--- config.mk ---
export PLATFORM = sky130hd
export DESIGN_NAME = adc_control
export DESIGN_NICKNAME = d
export VERILOG_FILES = /design/src/common/adc_ctrl_pkg.sv /design/src/rtl/adc_control.sv /design/src/rtl/adc_clk_divider.sv
export SDC_FILE = /design/constraint.sdc
export NUM_CORES = 1
export LEC_CHECK = 0
export BUFFER_PORTS_ARGS = -buffer_cell sky130_fd_sc_hd__buf_2
export CAP_MARGIN = 10
export CORE_MARGIN = 2
export CORE_UTILIZATION = 45
export CTS_CLUSTER_DIAMETER = 150
export DETAILED_ROUTE_END_ITERATION = 10
export PLACE_DENSITY = 0.61
export SYNTH_ARGS = -nofsm -noshare
export SYNTH_HDL_FRONTEND = slang
export SYNTH_SLANG_ARGS = --single-unit
--- constraint.sdc ---
create_clock -name clk_in -period 11.75 [get_ports clk_in]
set_input_delay 2.35 -clock clk_in [delete_from_list [all_inputs] [get_ports clk_in]]
set_output_delay 2.35 -clock clk_in [all_outputs]
set_load 0.1 [all_outputs]
--- src/common/adc_ctrl_pkg.sv ---
// package: register map, field layout and types of the converter control
// assumes: 8-bit register port, 40 MHz peripheral clock
package adc_ctrl_pkg;

  // register offsets
  localparam logic [4:0] OFS_CONTROL_A  = 5'h00;
  localparam logic [4:0] OFS_CONTROL_B  = 5'h01;
  localparam logic [4:0] OFS_CONTROL_C  = 5'h02;
  localparam logic [4:0] OFS_CONTROL_D  = 5'h03;
  localparam logic [4:0] OFS_CONTROL_E  = 5'h04;
  localparam logic [4:0] OFS_SAMPLE_LEN = 5'h05;
  localparam logic [4:0] OFS_INPUT_SEL  = 5'h06;
  localparam logic [4:0] OFS_COMMAND    = 5'h08;
  localparam logic [4:0] OFS_TRIGGER    = 5'h09;
  localparam logic [4:0] OFS_IRQ_EN     = 5'h0a;
  localparam logic [4:0] OFS_IRQ_FLAGS  = 5'h0b;
  localparam logic [4:0] OFS_HALT       = 5'h0c;
  localparam logic [4:0] OFS_SCRATCH    = 5'h0d;
  localparam logic [4:0] OFS_RESULT_LO  = 5'h10;
  localparam logic [4:0] OFS_RESULT_HI  = 5'h11;
  localparam logic [4:0] OFS_WIN_LO_L   = 5'h12;
  localparam logic [4:0] OFS_WIN_LO_H   = 5'h13;
  localparam logic [4:0] OFS_WIN_HI_L   = 5'h14;
  localparam logic [4:0] OFS_WIN_HI_H   = 5'h15;
  localparam logic [4:0] OFS_TRIM       = 5'h16;

  // reset value and writable masks
  localparam logic [7:0] REG_RESET    = 8'h00;
  localparam logic [7:0] MASK_CTRL_A  = 8'h85;
  localparam logic [7:0] MASK_CTRL_B  = 8'h07;
  localparam logic [7:0] MASK_CTRL_C  = 8'h77;
  localparam logic [7:0] MASK_CTRL_E  = 8'h07;
  localparam logic [7:0] MASK_5BIT    = 8'h1f;
  localparam logic [7:0] MASK_BIT0    = 8'h01;
  localparam logic [7:0] MASK_IRQ     = 8'h03;

  // field positions
  localparam int POS_ENABLE   = 0;
  localparam int POS_RES_SEL  = 2;
  localparam int POS_STBY_RUN = 7;
  localparam int POS_CAP_RED  = 6;
  localparam int POS_REF_LO   = 4;
  localparam int POS_DITHER   = 4;
  localparam int POS_STARTUP  = 5;
  localparam int POS_IRQ_RES  = 0;
  localparam int POS_IRQ_WIN  = 1;

  // reserved codes and timing
  localparam logic [2:0] ACC_RESERVED  = 3'h7;
  localparam logic [2:0] DLY_MAX_CODE  = 3'h5;
  localparam logic [1:0] REF_INTERNAL  = 2'h0;
  localparam logic [1:0] REF_SUPPLY    = 2'h1;
  localparam logic [1:0] REF_EXTERNAL  = 2'h2;
  localparam logic [3:0] DITHER_WRAP   = 4'hf;
  localparam int         STARTUP_UNIT  = 16;
  localparam int         CONV_CLOCKS   = 13;

  // converter sample interface
  typedef struct packed {
    logic       req;
    logic       done;
    logic [9:0] data;
  } sample_if_t;

endpackage : adc_ctrl_pkg

--- src/rtl/adc_control.sv ---
// converter control: registers, sequencing, accumulation, interrupt
// assumes: analog core answers sample requests with done and data
//
// The implementer's own choice: the strobed register port.
`timescale 1ns/1ps
module adc_control
  import adc_ctrl_pkg::*;
(
  // clock and reset
  input  wire logic       clk_in,
  input  wire logic       srst_in,
  // register port
  input  wire logic [4:0] addr_in,
  input  wire logic [7:0] wdata_in,
  input  wire logic       wr_in,
  input  wire logic       rd_in,
  output logic      [7:0] rdata_out,
  // system
  input  wire logic       standby_in,
  input  wire logic       trigger_in,
  // analog core
  output logic            conv_on_out,
  output logic            sample_req_out,
  output logic            sample_open_out,
  input  wire logic       sample_done_in,
  input  wire logic [9:0] sample_data_in,
  output logic            conv_tick_out,
  output logic      [1:0] reference_choice_out,
  output logic            sample_cap_reduce_out,
  output logic      [4:0] input_select_out,
  output logic      [4:0] sample_len_out,
  // interrupt
  output logic            irq_out
);

  typedef enum logic [4:0] {
    ST_IDLE  = 5'b00001,
    ST_INIT  = 5'b00010,
    ST_SAMP  = 5'b00100,
    ST_GAP   = 5'b01000,
    ST_DONE  = 5'b10000
  } state_t;

  //////////////////////////////////////////////////////////////////////////
  // registers
  logic [7:0]  control_a_r, control_b_r, control_c_r, control_d_r;
  logic [7:0]  control_e_r, sample_len_r, input_sel_r, trigger_r;
  logic [7:0]  irq_en_r, irq_flags_r, halt_r, scratch_r, trim_r;
  logic [15:0] result_r, win_lo_r, win_hi_r, acc_r;
  logic        start_r, trig_d_r, need_init_r;
  logic [1:0]  ref_prev_r;
  logic [6:0]  count_r;
  logic [8:0]  wait_r;
  logic [3:0]  dly_r;
  logic [7:0]  rdata_r;
  state_t      state_r, state_nxt;

  wire sel_a  = addr_in == OFS_CONTROL_A;
  wire sel_b  = addr_in == OFS_CONTROL_B;
  wire sel_c  = addr_in == OFS_CONTROL_C;
  wire sel_d  = addr_in == OFS_CONTROL_D;
  wire sel_e  = addr_in == OFS_CONTROL_E;
  wire sel_l  = addr_in == OFS_SAMPLE_LEN;
  wire sel_m  = addr_in == OFS_INPUT_SEL;
  wire sel_cm = addr_in == OFS_COMMAND;
  wire sel_t  = addr_in == OFS_TRIGGER;
  wire sel_ie = addr_in == OFS_IRQ_EN;
  wire sel_if = addr_in == OFS_IRQ_FLAGS;
  wire sel_h  = addr_in == OFS_HALT;
  wire sel_s  = addr_in == OFS_SCRATCH;
  wire sel_rl = addr_in == OFS_RESULT_LO;
  wire sel_rh = addr_in == OFS_RESULT_HI;
  wire sel_ca = addr_in == OFS_TRIM;

  //////////////////////////////////////////////////////////////////////////
  // control decode
  // converter power
  wire enable      = control_a_r[POS_ENABLE];
  wire active      = enable &&
                     (!standby_in || control_a_r[POS_STBY_RUN]);
  wire res8        = control_a_r[POS_RES_SEL];
  // reserved code treated as single sample
  wire [2:0] acc_code = (control_b_r[2:0] == ACC_RESERVED) ?
                        3'h0 : control_b_r[2:0];
  wire [6:0] acc_last = 7'((8'h01 << acc_code) - 8'h01);
  // startup delay, reserved codes as zero
  wire [2:0] init_code = control_d_r[7:POS_STARTUP];
  wire [8:0] init_len  = (init_code == 3'h0 || init_code > DLY_MAX_CODE) ?
                         9'h000 :
                         9'((STARTUP_UNIT) << (init_code - 3'h1));
  wire       dither    = control_d_r[POS_DITHER];
  wire       conv_tick;
  wire       trig_rise = trigger_in && !trig_d_r && trigger_r[0];
  wire       start_wr  = wr_in && sel_cm && wdata_in[0];
  wire       go        = (start_wr || trig_rise) && active;

  wire [15:0] sample_val = res8 ? {8'h00, sample_data_in[9:2]} :
                                  {6'h00, sample_data_in};
  wire [15:0] acc_sum    = acc_r + sample_val;
  wire        last       = count_r == acc_last;
  wire        ref_change = control_c_r[5:4] == REF_INTERNAL &&
                           ref_prev_r != REF_INTERNAL;

  // window compare on finished result
  wire [15:0] fin   = acc_sum;
  wire [2:0]  wmode = control_e_r[2:0];
  wire win_hit = (wmode == 3'h1 && fin < win_lo_r) ||
                 (wmode == 3'h2 && fin > win_hi_r) ||
                 (wmode == 3'h3 && fin > win_lo_r && fin < win_hi_r) ||
                 (wmode == 3'h4 && (fin < win_lo_r || fin > win_hi_r));

  //////////////////////////////////////////////////////////////////////////
  // prescaler
  // converter clock enable
  adc_clk_divider u_div (
    .clk_in   (clk_in),
    .srst_in  (srst_in),
    .run_in   (active),
    .code_in  (control_c_r[2:0]),
    .tick_out (conv_tick)
  );

  //////////////////////////////////////////////////////////////////////////
  // sequencer
  always_comb begin
    state_nxt = state_r;
    case (state_r)
      ST_IDLE: begin
        if (go) begin
          state_nxt = (need_init_r && init_len != 9'h000) ?
                      ST_INIT : ST_SAMP;
        end
      end
      ST_INIT: begin
        if (conv_tick && wait_r == 9'h001) begin
          state_nxt = ST_SAMP;
        end
      end
      ST_SAMP: begin
        if (sample_done_in) begin
          if (last) begin
            state_nxt = ST_DONE;
          end else if (dly_r != 4'h0) begin
            state_nxt = ST_GAP;
          end
        end
      end
      ST_GAP: begin
        if (conv_tick && wait_r == 9'h001) begin
          state_nxt = ST_SAMP;
        end
      end
      ST_DONE:  state_nxt = ST_IDLE;
      default:  state_nxt = ST_IDLE;
    endcase
    if (!active) begin
      state_nxt = ST_IDLE;
    end
  end

  always_ff @(posedge clk_in) begin
    if (srst_in) begin
      state_r <= ST_IDLE;
    end else begin
      state_r <= state_nxt;
    end
  end

  always_ff @(posedge clk_in) begin
    if (srst_in) begin
      wait_r <= 9'h000;
    end else if (state_r == ST_IDLE && go) begin
      wait_r <= init_len;
    end else if (state_r == ST_SAMP && sample_done_in) begin
      wait_r <= {5'h00, dly_r};
    end else if (conv_tick && wait_r != 9'h000) begin
      wait_r <= wait_r - 9'h001;
    end
  end

  // startup needed after enable or switch to internal reference
  always_ff @(posedge clk_in) begin
    if (srst_in) begin
      need_init_r <= 1'b1;
      ref_prev_r  <= REF_INTERNAL;
      trig_d_r    <= 1'b0;
    end else begin
      ref_prev_r <= control_c_r[5:4];
      trig_d_r   <= trigger_in;
      if (!active || ref_change) begin
        need_init_r <= 1'b1;
      end else if (state_r == ST_INIT) begin
        need_init_r <= 1'b0;
      end else if (state_r == ST_IDLE && go && init_len == 9'h000) begin
        need_init_r <= 1'b0;
      end
    end
  end

  always_ff @(posedge clk_in) begin
    if (srst_in) begin
      acc_r   <= 16'h0000;
      count_r <= 7'h00;
    end else if (state_r == ST_IDLE) begin
      acc_r   <= 16'h0000;
      count_r <= 7'h00;
    end else if (state_r == ST_SAMP && sample_done_in) begin
      acc_r   <= acc_sum;
      count_r <= count_r + 7'h01;
    end
  end

  // delay dither increments per sample, wraps
  always_ff @(posedge clk_in) begin
    if (srst_in) begin
      dly_r <= 4'h0;
    end else if (wr_in && sel_d) begin
      dly_r <= wdata_in[3:0];
    end else if (dither && state_r == ST_SAMP && sample_done_in) begin
      dly_r <= (dly_r == DITHER_WRAP) ? 4'h0 : dly_r + 4'h1;
    end
  end

  //////////////////////////////////////////////////////////////////////////
  // register writes
  // masked writes, reserved bits stay zero
  always_ff @(posedge clk_in) begin
    if (srst_in) begin
      control_a_r  <= REG_RESET;
      control_b_r  <= REG_RESET;
      control_c_r  <= REG_RESET;
      control_d_r  <= REG_RESET;
      control_e_r  <= REG_RESET;
      sample_len_r <= REG_RESET;
      input_sel_r  <= REG_RESET;
      trigger_r    <= REG_RESET;
      irq_en_r     <= REG_RESET;
      halt_r       <= REG_RESET;
      scratch_r    <= REG_RESET;
      trim_r       <= REG_RESET;
      win_lo_r     <= 16'h0000;
      win_hi_r     <= 16'h0000;
    end else if (wr_in) begin
      if (sel_a)  control_a_r  <= wdata_in & MASK_CTRL_A;
      if (sel_b)  control_b_r  <= wdata_in & MASK_CTRL_B;
      if (sel_c)  control_c_r  <= wdata_in & MASK_CTRL_C;
      if (sel_d)  control_d_r  <= {wdata_in[7:4], 4'h0};
      if (sel_e)  control_e_r  <= wdata_in & MASK_CTRL_E;
      if (sel_l)  sample_len_r <= wdata_in & MASK_5BIT;
      if (sel_m)  input_sel_r  <= wdata_in & MASK_5BIT;
      if (sel_t)  trigger_r    <= wdata_in & MASK_BIT0;
      if (sel_ie) irq_en_r     <= wdata_in & MASK_IRQ;
      if (sel_h)  halt_r       <= wdata_in & MASK_BIT0;
      if (sel_s)  scratch_r    <= wdata_in;
      if (sel_ca) trim_r       <= wdata_in & MASK_BIT0;
      if (addr_in == OFS_WIN_LO_L) win_lo_r[7:0]  <= wdata_in;
      if (addr_in == OFS_WIN_LO_H) win_lo_r[15:8] <= wdata_in;
      if (addr_in == OFS_WIN_HI_L) win_hi_r[7:0]  <= wdata_in;
      if (addr_in == OFS_WIN_HI_H) win_hi_r[15:8] <= wdata_in;
    end
  end

  always_ff @(posedge clk_in) begin
    if (srst_in) begin
      start_r <= 1'b0;
    end else if (state_r == ST_IDLE) begin
      start_r <= go;
    end else if (state_nxt == ST_IDLE) begin
      start_r <= 1'b0;
    end
  end

  // result and sticky flags; set wins over read clear
  always_ff @(posedge clk_in) begin
    if (srst_in) begin
      result_r    <= 16'h0000;
      irq_flags_r <= REG_RESET;
    end else begin
      if (state_r == ST_SAMP && sample_done_in && last) begin
        result_r <= acc_sum;
        irq_flags_r[POS_IRQ_RES] <= 1'b1;
        irq_flags_r[POS_IRQ_WIN] <= win_hit | irq_flags_r[POS_IRQ_WIN];
      end else if (rd_in && sel_if) begin
        irq_flags_r <= REG_RESET;
      end
    end
  end

  //////////////////////////////////////////////////////////////////////////
  // read port
  logic [7:0] rd_mux;
  always_comb begin
    rd_mux = 8'h00;
    case (addr_in)
      OFS_CONTROL_A:  rd_mux = control_a_r;
      OFS_CONTROL_B:  rd_mux = control_b_r;
      OFS_CONTROL_C:  rd_mux = control_c_r;
      OFS_CONTROL_D:  rd_mux = {control_d_r[7:4], dly_r};
      OFS_CONTROL_E:  rd_mux = control_e_r;
      OFS_SAMPLE_LEN: rd_mux = sample_len_r;
      OFS_INPUT_SEL:  rd_mux = input_sel_r;
      OFS_COMMAND:    rd_mux = {7'h00, start_r};
      OFS_TRIGGER:    rd_mux = trigger_r;
      OFS_IRQ_EN:     rd_mux = irq_en_r;
      OFS_IRQ_FLAGS:  rd_mux = irq_flags_r;
      OFS_HALT:       rd_mux = halt_r;
      OFS_SCRATCH:    rd_mux = scratch_r;
      OFS_RESULT_LO:  rd_mux = result_r[7:0];
      OFS_RESULT_HI:  rd_mux = result_r[15:8];
      OFS_WIN_LO_L:   rd_mux = win_lo_r[7:0];
      OFS_WIN_LO_H:   rd_mux = win_lo_r[15:8];
      OFS_WIN_HI_L:   rd_mux = win_hi_r[7:0];
      OFS_WIN_HI_H:   rd_mux = win_hi_r[15:8];
      OFS_TRIM:       rd_mux = trim_r;
      default:        rd_mux = 8'h00;
    endcase
  end

  always_ff @(posedge clk_in) begin
    if (srst_in) begin
      rdata_r <= 8'h00;
    end else begin
      rdata_r <= rd_in ? rd_mux : 8'h00;
    end
  end

  //////////////////////////////////////////////////////////////////////////
  // outputs
  assign rdata_out             = rdata_r;
  assign conv_on_out           = active;
  assign conv_tick_out         = conv_tick;
  assign sample_req_out        = state_r == ST_SAMP;
  assign sample_open_out       = state_r == ST_GAP;
  assign reference_choice_out  = control_c_r[5:4];
  assign sample_cap_reduce_out = control_c_r[POS_CAP_RED];
  assign input_select_out      = input_sel_r[4:0];
  assign sample_len_out        = sample_len_r[4:0];
  assign irq_out               = |(irq_flags_r & irq_en_r);

endmodule : adc_control

--- src/rtl/adc_clk_divider.sv ---
// clock prescaler: one-cycle enable every 2**(code+1) clocks
// assumes: single clock, synchronous reset
`timescale 1ns/1ps
module adc_clk_divider (
  // clock and reset
  input  wire logic       clk_in,
  input  wire logic       srst_in,
  // control
  input  wire logic       run_in,
  input  wire logic [2:0] code_in,
  // enable
  output logic            tick_out
);
  logic [7:0] cnt_r;
  wire  [7:0] limit = 8'((9'h002 << code_in) - 9'h001);

  always_ff @(posedge clk_in) begin
    if (srst_in || !run_in || cnt_r >= limit) begin
      cnt_r <= 8'h00;
    end else begin
      cnt_r <= cnt_r + 8'h01;
    end
  end

  assign tick_out = run_in && (cnt_r >= limit);
endmodule : adc_clk_divider

Yosys cells after proc, flatten, opt, wreduce, memory -nomap -nowiden
Index checks and enable logic that the tools add are counted.
{ "totals": {"mem_bits_rw": 0, "n_memories": 0, "register_bits": 154, "out_inout_bits": 26, "romBits": 0, "latchBits": 0} }
{ "classes": {"n_shift": 3, "mux": 24, "addsub": 8, "n_reduce_logical": 71, "div_mod_pow": 0, "magnitude_cmp": 6, "n_eq_ne": 32, "mul": 0, "bitwise": 3} }
{ "ops": {"columns": ["op", "count"], "rows": [
  ["8-bit one-hot mux with 20 select lines", 1],
  ["9-bit 2-to-1 mux", 4],
  ["5-bit by 4-bit equality test with 1-bit output, second input constant", 7],
  ["5-bit equality test, second input constant", 7],
  ["16-bit greater-than comparator", 2],
  ["16-bit less-than comparator", 2],
  ["2-bit AND reduction", 16],
  ["5-bit 2-to-1 mux", 6],
  ["1-bit logical AND", 24],
  ["5-bit by 3-bit equality test with 1-bit output, second input constant", 4],
  ["9-bit nonzero test", 2],
  ["16-bit by 10-bit adder with 16-bit output", 1],
  ["5-bit by 1-bit equality test with 1-bit output, second input constant", 3],
  ["5-bit by 2-bit equality test with 1-bit output, second input constant", 3],
  ["5-bit one-hot mux with 3 select lines", 1],
  ["4-bit 2-to-1 mux", 3],
  ["1-bit logical OR", 10],
  ["10-bit 2-to-1 mux", 1],
  ["2-bit nonzero test", 5],
  ["9-bit by 1-bit equality test with 1-bit output, second input constant", 1],
  ["9-bit logical NOT", 1],
  ["5-bit by 3-bit left shift with 9-bit output, first input constant", 1],
  ["9-bit by 1-bit subtractor with 9-bit output, second input constant", 1],
  ["8-bit by 1-bit adder with 8-bit output, second input constant", 1],
  ["28 further kinds", 40]
]} }

Depth between registers and ports, before layout
Gate-level depths: netlist of run 1.
{ "depth": {"ltp_word": 12, "depth_mapped": 17, "depth_no_buf": 17} }

Cells and area by module
A second synthesis of run 1 with hierarchy kept.
{ "unflattened": {"cells_unflattened": 1111, "hier_area_um2": 8846.0} }
{ "modules_own_cells": {"columns": ["mod", "area_each_um2", "cells_per_inst", "seq_area_each_um2", "instances"], "rows": [
  ["adc_control", 8279.2, 1044, 2922.8, 1],
  ["adc_clk_divider", 566.8, 67, 160.2, 1]
]} }

Worst setup path after synthesis of run 1
OpenSTA, ideal clock, no wires.
{ "synth_path": {"path_type": "input to output", "start": "input standby_in", "end": "output conv_tick_out", "path_buffers": 1, "slack_ns": 5.546, "cell_stages": 5, "arrival_time_ns": 3.854, "cell_sequence": "inv_1 o21ai_1 or4_1 clkbuf_1 inv_1"} }
{ "synth_between": {"elab_chain_cells": 4} }
{ "synth_rtl": {"columns": ["element", "line_no", "text"], "rows": [
  ["start, declared", "adc_control.sv:19", "input wire logic standby_in,"],
  ["1-bit logical NOT", "adc_control.sv:80", "(!standby_in || control_a_r[POS_STBY_RUN]);"],
  ["1-bit logical OR", "adc_control.sv:80", null],
  ["1-bit logical AND", "adc_control.sv:79", "wire active = enable &&"],
  ["1-bit logical AND", "adc_clk_divider.sv:25", "assign tick_out = run_in && (cnt_r >= limit);"],
  ["end, declared", "adc_control.sv:27", "output logic conv_tick_out,"]
]} }
No other way between the ends.

Worst setup path in the final report of run 1
Ends and elaborated chain as after synthesis.

==> impl_summary.md, run 1 <==
Global routing
The global-route wire length before repair is 39.70 mm. Global routing used 37.84% of the available met2 tracks. The initial antenna violation count came to 0. The global-route usage over all layers is 25.38%. Entering global routing, the biggest net connects 77 pins. The number of global-route vias before repair came to 7145.

Global routing consumed, on the met1 layer, 36.82% of the routing resources. The global routing met3 resource utilization is 5.552%. The busiest metal layer after global routing is met2. The total congestion overflow after global routing is 0.

CTS
In this run, post-CTS hold repair placed 0 buffers. The number of H-tree levels is 4. Buffers inserted during clock tree synthesis total 17. The register clock-pin slew on the reported worst setup and hold paths is 0.07 ns.

The number of gates resized after CTS was 0. TritonCTS built the clock tree. The clock insertion delay at the later pin of the skew report is 0.44 ns. The number of setup buffers added after CTS is 0. The clock sink count is 154. No sink is reached through more buffers than the 2 on the longest clock path. CTS placed an instance of clkbuf_16 at the clock tree root.

Die
The width of the die is 141.9 um. After floorplanning, the core was divided into 50 placement rows. The core area is 18710 um2. The floorplan step defined a die boundary enclosing 20150 um2. Measured along the y axis, the die boundary spans 141.9 um. The initial cell density of the core is 45.77%. The number of I/O pins is 56.

Power
For this design the static power due to leakage is 3.480 nW. The portion of total power attributed to the clock network is 49.1%. The net switching share of the total power is 25.27%. The share of total power dissipated in combinational logic is 5.9%. The analysis attributes to net switching a power of 295.6 uW. The internal power of the cells totals 874.0 uW. The ratio of total power to cell area is 122.8 nW/um2. VDD sags by at most 0.0001079 V. The part of the total power dissipated in sequential elements is 45.0%. The overall power consumption is 1.170 mW.

Yosys
The most area-hungry cell type in the Yosys netlist is dfxtp_1. The post-synthesis sequential element count is 154. The share of synthesized area in the top cell type comes to 36.01%.

Sequential cells were found to cover 36.01% of the synthesized design area. In the post-synthesis netlist, the biggest area contributors are dfxtp_1 36%, ha_1 8.2%, a21oi_1 6.4%, nand2_1 6.1%, nand3_1 5.2%. The gate count of the mapped netlist is 1076. For this run, the number of Yosys warnings is 0.

The most instantiated flip-flop cell in the synthesis netlist is dfxtp_1. The async set-or-reset flop fraction in the synthesized netlist is 0%. The synthesized cell area is 8562 um2. Counting flops with a built-in enable in the synthesized netlist gives 0. The count of distinct cell types in the synthesized netlist is 69. Counting every net in the synthesized netlist gives 1163. The average cell area after synthesis is 7.957 um2.

Timing
The headroom to the max-slew limit is 30.03%. For the pin with the worst max-slew slack, the measured transition is 1.041 ns. Setup repair after global routing left no endpoint under its margin. The total negative slack for setup checks is 0 ns. The period utilization is 53.59%.

Across the routed clock network, the largest skew measured is 0.01130 ns. For this run, the top clock speed supported by timing is 0.1588 GHz. The final count of negative-setup-slack endpoints is 0. The time the worst path needs with I/O delays and setup is 6.297 ns. The count of final max-slew check failures is 0. The number of hold-slack violations in the final timing report is 0.

Finish
The commonest non-fill, non-tap cell in the layout is dfxtp_1. The share of post-route cells with drive strength above 1 is 10.84%. Excluding fillers, the count of instances in the completed layout stands at 1341. The total number of nets in the final design is 1181. Compared with the post-synthesis result, the final layout area differs by 11.25%.

Fill cells in the final layout number 1793. The library cells used most frequently in the layout, excluding fill and tap cells, are 154 x dfxtp_1, 139 x nand2_1, 110 x a21oi_1. 0 antenna diodes ended up in the layout. The total non-filler cell area in the finished layout is 9525 um2.

Worst setup path
STA puts the critical path data required time at 9.40 ns. Traced cell by cell, the critical path runs through buf_2 -> inv_1 -> o21ai_1 -> or4_1 -> inv_1 -> buf_2. The critical path launch point type is an input pin. The largest fanout on the critical path is 11. The number of buffer and inverter stages on the critical path is 4. The kind of critical path is in2out. In this design, the stage delay of the slowest critical-path cell is 0.75 ns. The slowest stage of the critical path belongs to the cell or4_1. The endpoint arrival time on the critical path is 3.95 ns. The worst setup path is captured at an output pin. The minimum setup slack among reg-to-reg paths is 6.94 ns. The cell type group with the largest total delay on the critical path is simple AND/OR/NAND/NOR gates.

Run
The tool flagged a number of max-cap violations equal to 0.

Drt
The remaining antenna violation count after routing is 0. The via density per instance is 5.773. The detailed router placed 7741 vias in this run.

The sum of routed wire length over all layers is 24.97 mm. In the routed design, unresolved DRC markers number 0. The detail-routed net length per standard cell is 18.62 um. The first detailed-routing pass took 5 iterations. The detailed router's first-iteration violation count is 504.

Place
The count of buffers added on input and output ports is 55. The cell area reported after detailed placement is 8919 um2. Including well taps, the total number of placed cells is 1309. Routability-driven placement finished with a final weighted congestion of 0.8861.

Summed over all nets, the half-perimeter wirelength after detailed placement is 17.89 mm.

Hold path
The type of the tightest min-delay check is reg2reg.

Status
The flow ran to the end, and the final reports show no timing, DRC or antenna violations.
[layer usage]
metal	vias to the layer above	routed length [um]
li1	3851	-
met1	3654	12250
met2	205	10860
met3	31	1362
met4	0	488
met5	-	0
[flip-flops by register name, indices dropped and copies added (netlist names), 3 cells and up]
name	cells
input_sel_r	5
state_r	5
u_div.cnt_r	8
control_e_r	3
sample_len_r	5
result_r	16
acc_r	16
win_lo_r	16
count_r	7
scratch_r	8
control_d_r	4
win_hi_r	16
control_b_r	3
rdata_out	8
wait_r	9
control_a_r	3
control_c_r	6
dly_r	4
[cells in the mapped netlist (5+ instances only)]
cell type	instances
nor3_1	19
a31oi_1	12
xnor2_1	22
nand4_1	13
nor2_1	101
buf_2	5
nand2b_1	9
o21bai_1	5
inv_1	48
clkbuf_1	51
nand3_1	89
and3_1	10
ha_1	56
mux2_2	8
a21oi_1	110
a21o_1	7
a22oi_1	16
mux2i_1	34
nand2_1	139
nor2b_1	9
dfxtp_1	154
a2111oi_0	6
a211oi_1	7
xor2_1	21
a221oi_1	10
o21ai_0	29
or3_1	7
[cell families after synthesis]
family | count (synthesis) | share of synthesized area [%]
buffers and inverters | 112 | 5.392
and+or+nand+nor | 428 | 23.34
AOI/OAI and AO/OA | 240 | 17.42
muxes | 42 | 5.027
DFF | 154 | 36.01
xor gates and xnor gates | 43 | 4.399
adders and majority gates | 57 | 8.417
[cell type report]
type / instances / area, um2 / share of cell area [%]
clock buffers: 19 / 452.9 / 4.755
repair buffers: 63 / 337.8 / 3.547
well taps: 234 / 292.8 / 3.074
clock inverters: 13 / 153.9 / 1.616
flip-flops and latches: 154 / 3083 / 32.37
inverters: 48 / 180.2 / 1.892
multi-input cells: 810 / 5025 / 52.75
[path summary, 6_finish.rpt]
kind | from | to | depth (start not counted)
worst min register to register | scratch_r[4]$_SDFFE_PP0P_ | scratch_r[4]$_SDFFE_PP0P_ | 2
worst max-delay path | standby_in | conv_tick_out | 6
worst min-delay path | scratch_r[4]$_SDFFE_PP0P_ | scratch_r[4]$_SDFFE_PP0P_ | 2
worst max register to register | control_a_r[2]$_SDFFE_PP0P_ | irq_flags_r[1]$_SDFFE_PP0P_ | 17
[through the flow]
step	hold WS [ns]	utilization, %	setup WS [ns]
after floorplan	0.4360	-	5.546
after global placement	0.4434	47.68	5.478
after detailed placement	0.4491	47.68	5.404
after CTS	0.4586	50.92	5.450
after global routing	0.4766	50.92	5.387
final	0.4588	50.92	5.453
[worst reg2reg max path: stages, from the launching register on]
cell and delay [ns]:
dfxtp_1 0.66, mux2_2 0.40, ha_1 0.22, fa_1 0.43, a211oi_1 0.30, o21ai_0 0.16, a31oi_1 0.27, o21ai_1 0.23
nand3_1 0.16, xnor2_1 0.25, ha_1 0.34, nand4_1 0.15, nor3_1 0.09, a21boi_0 0.13, o32ai_1 0.34, nor2_1 0.07
a2111oi_0 0.39, nor3_1 0.09
[power by group through the flow]
stage / Clock, mW / Combinational [mW] / Sequential, mW
2_1_floorplan: 0 / 0.0440 / 0.539
3_3_place_gp: 0 / 0.0677 / 0.539
3_5_place_dp: 0 / 0.0680 / 0.539
4_1_cts: 0.581 / 0.0683 / 0.527
5_1_grt: 0.606 / 0.0750 / 0.527
6_report: 0.574 / 0.0687 / 0.527
Note: power is estimated with default switching activity, not from simulation.
==> inputs of run 2 (changes only) <==
Clock period 11.75 ns to 5.8 ns, I/O delays scaled along.
==> impl_summary.md, run 2 (synthesized netlist as in run 1, its figures left out) <==
Power
The switching component of the power is 574.6 uW. The worst-case IR drop observed on VDD is 0.0002045 V. The portion of total power attributed to the clock network is 49.3%.

Sequential cells burn 44.8% of the power. The static leakage is 3.505 nW. In this run, the combinational gates consume 5.9% of the power.

The net switching share of the total power is 24.11%. The internal portion of the total power is 1.808 mW. Power spread over the standard cell area amounts to 249.3 nW/um2.

Finish
In the final layout, the share of cells above drive strength 1 is 11.00%. Leaving out fill and tap cells, the most frequent cells in the layout are 154 x dfxtp_1, 139 x nand2_1, 110 x a21oi_1. The final layout contains 1184 nets. The library cell used most frequently in the layout, excluding fill and tap cells, is dfxtp_1.

The final cell count without fillers is 1343. Relative to the synthesized area, the layout overhead comes to 11.62%. The antenna diode count is 0. The number of fillers in the final layout is 1832.

Global routing
The number of global-route vias before repair is 7137. The global routing met2 resource utilization is 38.66%. The met1 track utilization from global routing is 37.48%. After global routing the overflow that remains totals 0. The initial antenna violation count is 0. The global-route usage over all layers is 25.42%. The global routing met3 resource utilization is 4.139%. Entering global routing, the biggest net connects 66 pins.

In this run the most used layer during global routing was met2. The global-route wire length before repair is 39.72 mm.

Drt
For this block, the routed nets add up to 25.08 mm of wire. In the routed layout, each cell is associated on average with a via count of 5.886. The detailed router's first-iteration violation count is 663. The remaining antenna violation count after routing is 0.

The final route contains 7905 vias. In the final routed layout, each cell accounts on average for 18.67 um. The pre-antenna-repair detailed-routing pass consisted of 5 iterations. The number of remaining DRC errors is 0.

Die
The width of the die is 141.9 um. The core region is 18710 um2. The number of I/O pins is 56. The die covers 20150 um2. The row count is 50.

The initial utilization of the core area, before any placement, comes to 45.77%. The die is 141.9 um tall.

Worst setup path
The critical path launch point type is an input pin. The reg-to-reg critical path endpoint is irq_flags_r[1]$_SDFFE_PP0P_. The origin of the critical flop-to-flop path is control_a_r[2]$_SDFFE_PP0P_. Data on the critical path arrives at its endpoint at 5.03 ns. The worst register-to-register path has a setup slack of 1.11 ns.

The number of cells on the worst reg-to-reg path is 17. The worst setup path is captured at a flop. The largest fanout on the critical path is 6.

The critical path is of the in2reg type. The data required time at the worst endpoint is 6.08 ns.

Hold path
The type of the tightest min-delay check is reg2reg. The worst hold path begins at scratch_r[6]$_SDFFE_PP0P_. For hold timing, the worst endpoint is scratch_r[6]$_SDFFE_PP0P_. Counting instances, the worst hold path has a depth of 2.

Run
The tool flagged a number of max-cap violations equal to 0.

CTS
TritonCTS built the clock tree. The post-cts sizing count is 0. The number of buffers created by CTS is 17. The clock insertion delay at the later pin of the skew report is 0.43 ns. Clock-pin slew was measured on the worst setup and hold paths at 0.06 ns. The buffer type at the clock tree root is clkbuf_16. The clock net in this run drives a total of 154 sinks.

The buffers inserted during post-CTS setup optimization is 0. The count of hold-fix buffers inserted at cts is 0. The number of buffers on the longest clock path is 2.

The number of H-tree levels is 4.

Timing
The period utilization is 81.87%. The final clock skew is 0.009250 ns. Setup repair after global routing left no endpoint under its margin. The time the worst path needs with I/O delays and setup is 4.748 ns. For the pin with the worst max-slew slack, the measured transition is 1.084 ns. The number of hold-slack violations in the final timing report is 0. The final count of negative-setup-slack endpoints is 0. The count of final max-slew check failures came to 0. Based on the critical path, the design can be clocked at up to 0.2106 GHz.

In the post-route analysis, the smallest setup slack over all paths is 1.052 ns. The total negative slack for setup checks is 0 ns. The headroom to the max-slew limit is 27.47%.

Place
The count of input and output buffers is 55. The HPWL after detailed placement is 18.12 mm. The count of placed standard cells including taps is 1312.

At the end of routability-driven placement, the weighted congestion stood at 0.9169. Before CTS, the worst setup slack after placement is 0.6555 ns.

Status
The run finished with clean final reports.
## run 2: cell types whose count changed in the layout (fill, tap and decap cells not counted), sizes merged
cell | before | now
buf | 63 | 66
clkinv | 1 | 3
clkinvlp | 4 | 2
inv | 54 | 52
bufinv | 2 | 3
## run 2: layout make-up
| type | instances | area [um2] | area share (%) |
|---|---|---|---|
| Sequential cell | 154 | 3083 | 32.26 |
| Clock inverter | 12 | 162.7 | 1.702 |
| Multi-Input combinational cell | 810 | 5025 | 52.58 |
| Clock buffer | 19 | 452.9 | 4.739 |
| Inverter | 48 | 180.2 | 1.885 |
| Timing Repair Buffer | 66 | 360.3 | 3.771 |
| Tap cell | 234 | 292.8 | 3.064 |
## run 2: worst max-delay path by stage
stage	startpoint	to	slack, ns
after floorplan	sample_data_in[2]	irq_flags_r[1]$_SDFFE_PP0P_	1.22
after global placement	sample_data_in[2]	irq_flags_r[1]$_SDFFE_PP0P_	0.73
after detailed placement	sample_data_in[2]	irq_flags_r[1]$_SDFFE_PP0P_	0.66
after CTS	sample_data_in[2]	irq_flags_r[1]$_SDFFE_PP0P_	1.08
after global routing	sample_data_in[2]	irq_flags_r[1]$_SDFFE_PP0P_	0.73
final	sample_data_in[2]	irq_flags_r[1]$_SDFFE_PP0P_	1.05
## run 2: routing by layer
layer  part of all wire [%]  wire, um  vias up
met2                     44     11080      265
li1                       -         -     3855
met3                    6.3      1576       31
met4                    1.4       350        0
met5                      0         0        -
met1                     48     12070     3754
## run 2: power groups by stage
| stage | registers (mW) | clock network [mW] | logic, mW |
|---|---|---|---|
| after floorplan | 1.09 | 0 | 0.0891 |
| after global placement | 1.09 | 0 | 0.138 |
| after detailed placement | 1.09 | 0 | 0.139 |
| after CTS | 1.07 | 1.19 | 0.140 |
| after global routing | 1.07 | 1.24 | 0.154 |
| final | 1.07 | 1.17 | 0.141 |
## run 2: through the flow
stage | hold WS [ns] | cell area, um2 | power [mW] | util, %
2_1_floorplan | 0.4360 | 8562 | 1.182 | -
3_3_place_gp | 0.4422 | 8941 | 1.229 | 47.80
3_5_place_dp | 0.4484 | 8941 | 1.230 | 47.80
4_1_cts | 0.4573 | 9557 | 2.394 | 51.09
5_1_grt | 0.4809 | 9557 | 2.457 | 51.09
6_report | 0.4586 | 9557 | 2.383 | 51.09
## run 2: critical path, cell delays in order
cell and delay [ns]:
buf_2 0.10, mux2_2 0.26, ha_1 0.22, fa_1 0.43, a211oi_1 0.29, o21ai_0 0.15
a31oi_1 0.28, o21ai_1 0.23, nand3_1 0.15, xnor2_1 0.22, ha_1 0.33, nand4_1 0.15
nor3_1 0.09, a21boi_0 0.13, o32ai_1 0.34, nor2_1 0.07, a2111oi_0 0.35, nor3_1 0.09
==> inputs of run 3 (changes only) <==
Settings changed: PLACE_DENSITY 0.61 to 0.64.
Clock period 5.8 ns to 3.98 ns, I/O delays scaled along.
==> impl_summary.md, run 3 (synthesized netlist as in run 1, its figures left out) <==
CTS
The buffer type at the clock tree root is clkbuf_16. No sink is reached through more buffers than the 2 on the longest clock path. The later pin in the worst-skew pair is clocked with a latency of 0.44 ns. The H-tree was split into 4 levels. The CTS tree is done. The register clock-pin slew on the reported worst setup and hold paths is 0.06 ns. The number of buffers created by CTS is 17. The clock sink count is 154.

Timing
The number of hold-slack violations in the final timing report is 0. Across the routed clock network, the largest skew measured is 0.009692 ns. The worst path uses 101.7% of the clock period.

The headroom to the max-slew limit is 32.06%. The final count of negative-setup-slack endpoints is 1. Counting I/O delays and the setup requirement, the final critical path takes 4.049 ns. Setup repair after global routing could not meet its margin everywhere. The count of final max-slew check failures was 0.

Once routing completed, OpenROAD measured the worst setup slack at -0.06883 ns. Derived from the worst setup path, the maximum achievable clock frequency is 0.2470 GHz. The transition time at the pin with the least slew margin is 1.019 ns.

Global routing
The met1 track utilization from global routing is 37.61%. met2 is the most crowded layer. Global routing used 4.004% of the available met3 tracks. Entering global routing, the biggest net connects 76 pins. The first global-routing pass estimated 40.53 mm of wire. The number of global-route vias before repair is 7434. The global-route usage over all layers is 25.97%. Global routing consumed, on the met2 layer, 39.86% of the routing resources. The initial antenna violation count was 0. The total congestion overflow after global routing is 0.

Run
The number of max-cap violations is 0.

Worst setup path
The data required time at the worst endpoint is 4.27 ns. In this design, the critical path's most frequently occurring cell is ha_4. The kind of critical path is reg2reg.

Of all nets on the critical path, the largest fanout is 8. The peak per-stage delay on the critical path is 0.35 ns. The critical path goes through buf_12 -> mux2_4 -> ha_4 -> fa_2 -> a211oi_2 -> o21ai_1 -> a31oi_2 -> buf_4 -> o21ai_4 -> buf_6 -> xor2_4 -> ha_4 -> a21o_1 -> a21oi_2 -> o221ai_2 -> o32ai_2 -> nor2_1 -> a2111oi_2 -> nor3_1.

On the critical path, the stage with the largest delay is an instance of dfxtp_2. Data arrives at the worst endpoint at 4.34 ns. STA classifies the critical path startpoint as a flop.

STA classifies the critical path endpoint as a flop.

Drt
After detailed routing, the number of remaining DRC violations is 0. The total vias in the final route is 8195. In this run the remaining antenna-violating nets after routing total 0. The via density per instance is 5.849.

The detail-routed net length per standard cell is 18.54 um. The detailed router's first-iteration violation count is 789. The total iterations of the first detailed-routing run is 5. The final layout contains routed wiring with a total length of 25.98 mm.

Place
The congestion estimate from routability-driven global placement came to 0.9488. The count of input and output buffers is 55. Detailed placement ended at an HPWL of 18.49 mm.

Finish
The total number of nets in the final design is 1241. The antenna diode count is 0. Leaving out fill and tap cells, the most frequent cells in the layout are 153 x dfxtp_1, 139 x nand2_1, 109 x a21oi_1. Of the cells placed in the final design, the portion with a size suffix greater than 1 is 17.82%. The post-layout utilization of the core is 54.99%.

The relative area change from synthesis to final layout is 20.14%. Counting the fill cells in the layout gives 1796. Leaving out fill and tap cells, the most frequent cell in the layout is dfxtp_1.

Die
The initial cell density of the core is 45.77%. The width of the die is 141.9 um. 56 I/O pins were placed. The core region is 18710 um2. The die covers 20150 um2.

The floorplan has 50 rows. The die is 141.9 um tall.

Power
The static leakage is 3.864 nW. The worst ir drop on vdd is 0.0003161 V. The overall power consumption is 3.654 mW. For this design the ratio of total power to cell area is 355.3 nW/um2.

Status
The checks that failed: setup timing. The flow ran to the end, but the final reports show violations.

Hold path
The min-delay analysis places its worst path in the category reg2reg.
[run 3: per-layer routing]
layer | vias up | routed length (um) | part of all wire (%)
met3 | 41 | 1455 | 5.6
met4 | 0 | 510 | 2.0
met1 | 3940 | 12300 | 47
met2 | 249 | 11710 | 45
li1 | 3965 | - | -
met5 | - | 0 | 0
[run 3: path summary, 6_finish.rpt]
path                                from                     endpoint  slack, ns  depth (start not counted)
max          control_a_r[2]$_SDFFE_PP0P_  irq_flags_r[1]$_SDFFE_PP0P_      -0.07                         19
min            result_r[10]$_SDFFE_PP0P_    result_r[10]$_SDFFE_PP0P_       0.46                          2
max reg2reg  control_a_r[2]$_SDFFE_PP0P_  irq_flags_r[1]$_SDFFE_PP0P_      -0.07                         19
min reg2reg    result_r[10]$_SDFFE_PP0P_    result_r[10]$_SDFFE_PP0P_       0.46                          2
[run 3: what timing repair did]
item                       CTS  global route
pin swaps                    8            17
setup endpoints to repair    1             1
resized for setup           15            21
buffers inserted             5             7
cloned                       0             0
hold buffers                 0             0
[run 3: final cells by class]
cell class / count / area, um2 / area share [%]
multi-input combinational: 810 / 5253 / 51.06
clock buffer: 18 / 439.2 / 4.270
inverter: 48 / 180.2 / 1.752
tap: 234 / 292.8 / 2.846
timing repair buffer: 123 / 804.5 / 7.821
clock inverter: 14 / 232.7 / 2.262
sequential: 154 / 3084 / 29.98
[run 3: power by group]
group | leakage [nW] | internal [mW] | switching, mW
clock network | 0.326 | 1.15 | 0.715
logic | 2.30 | 0.0814 | 0.155
registers | 1.24 | 1.55 | 0.00798
total | 3.86 | 2.78 | 0.878
[run 3: per-stage QoR]
step | hold WS [ns] | setup slack, ns | cell area, um2 | setup TNS [ns] | instances
2_1_floorplan | 0.4360 | -0.05499 | 8592 | -0.05499 | 1076
3_3_place_gp | 0.4420 | -0.3692 | 9321 | -0.3692 | 1357
3_5_place_dp | 0.4491 | -0.5195 | 9321 | -0.5195 | 1357
4_1_cts | 0.4583 | 0.01949 | 10080 | 0 | 1394
5_1_grt | 0.4703 | -0.2670 | 10290 | -0.2670 | 1401
6_report | 0.4568 | -0.06883 | 10290 | -0.06883 | 1401
[run 3: critical path, delay by kind of cell (launching register included)]
kind / cells / cell delay, ns
fa+ha+maj: 3 / 0.71
mux: 1 / 0.31
simple gates: 2 / 0.17
compound gates: 9 / 1.76
buf+inv: 3 / 0.43
xor+xnor: 1 / 0.17
flops: 1 / 0.35
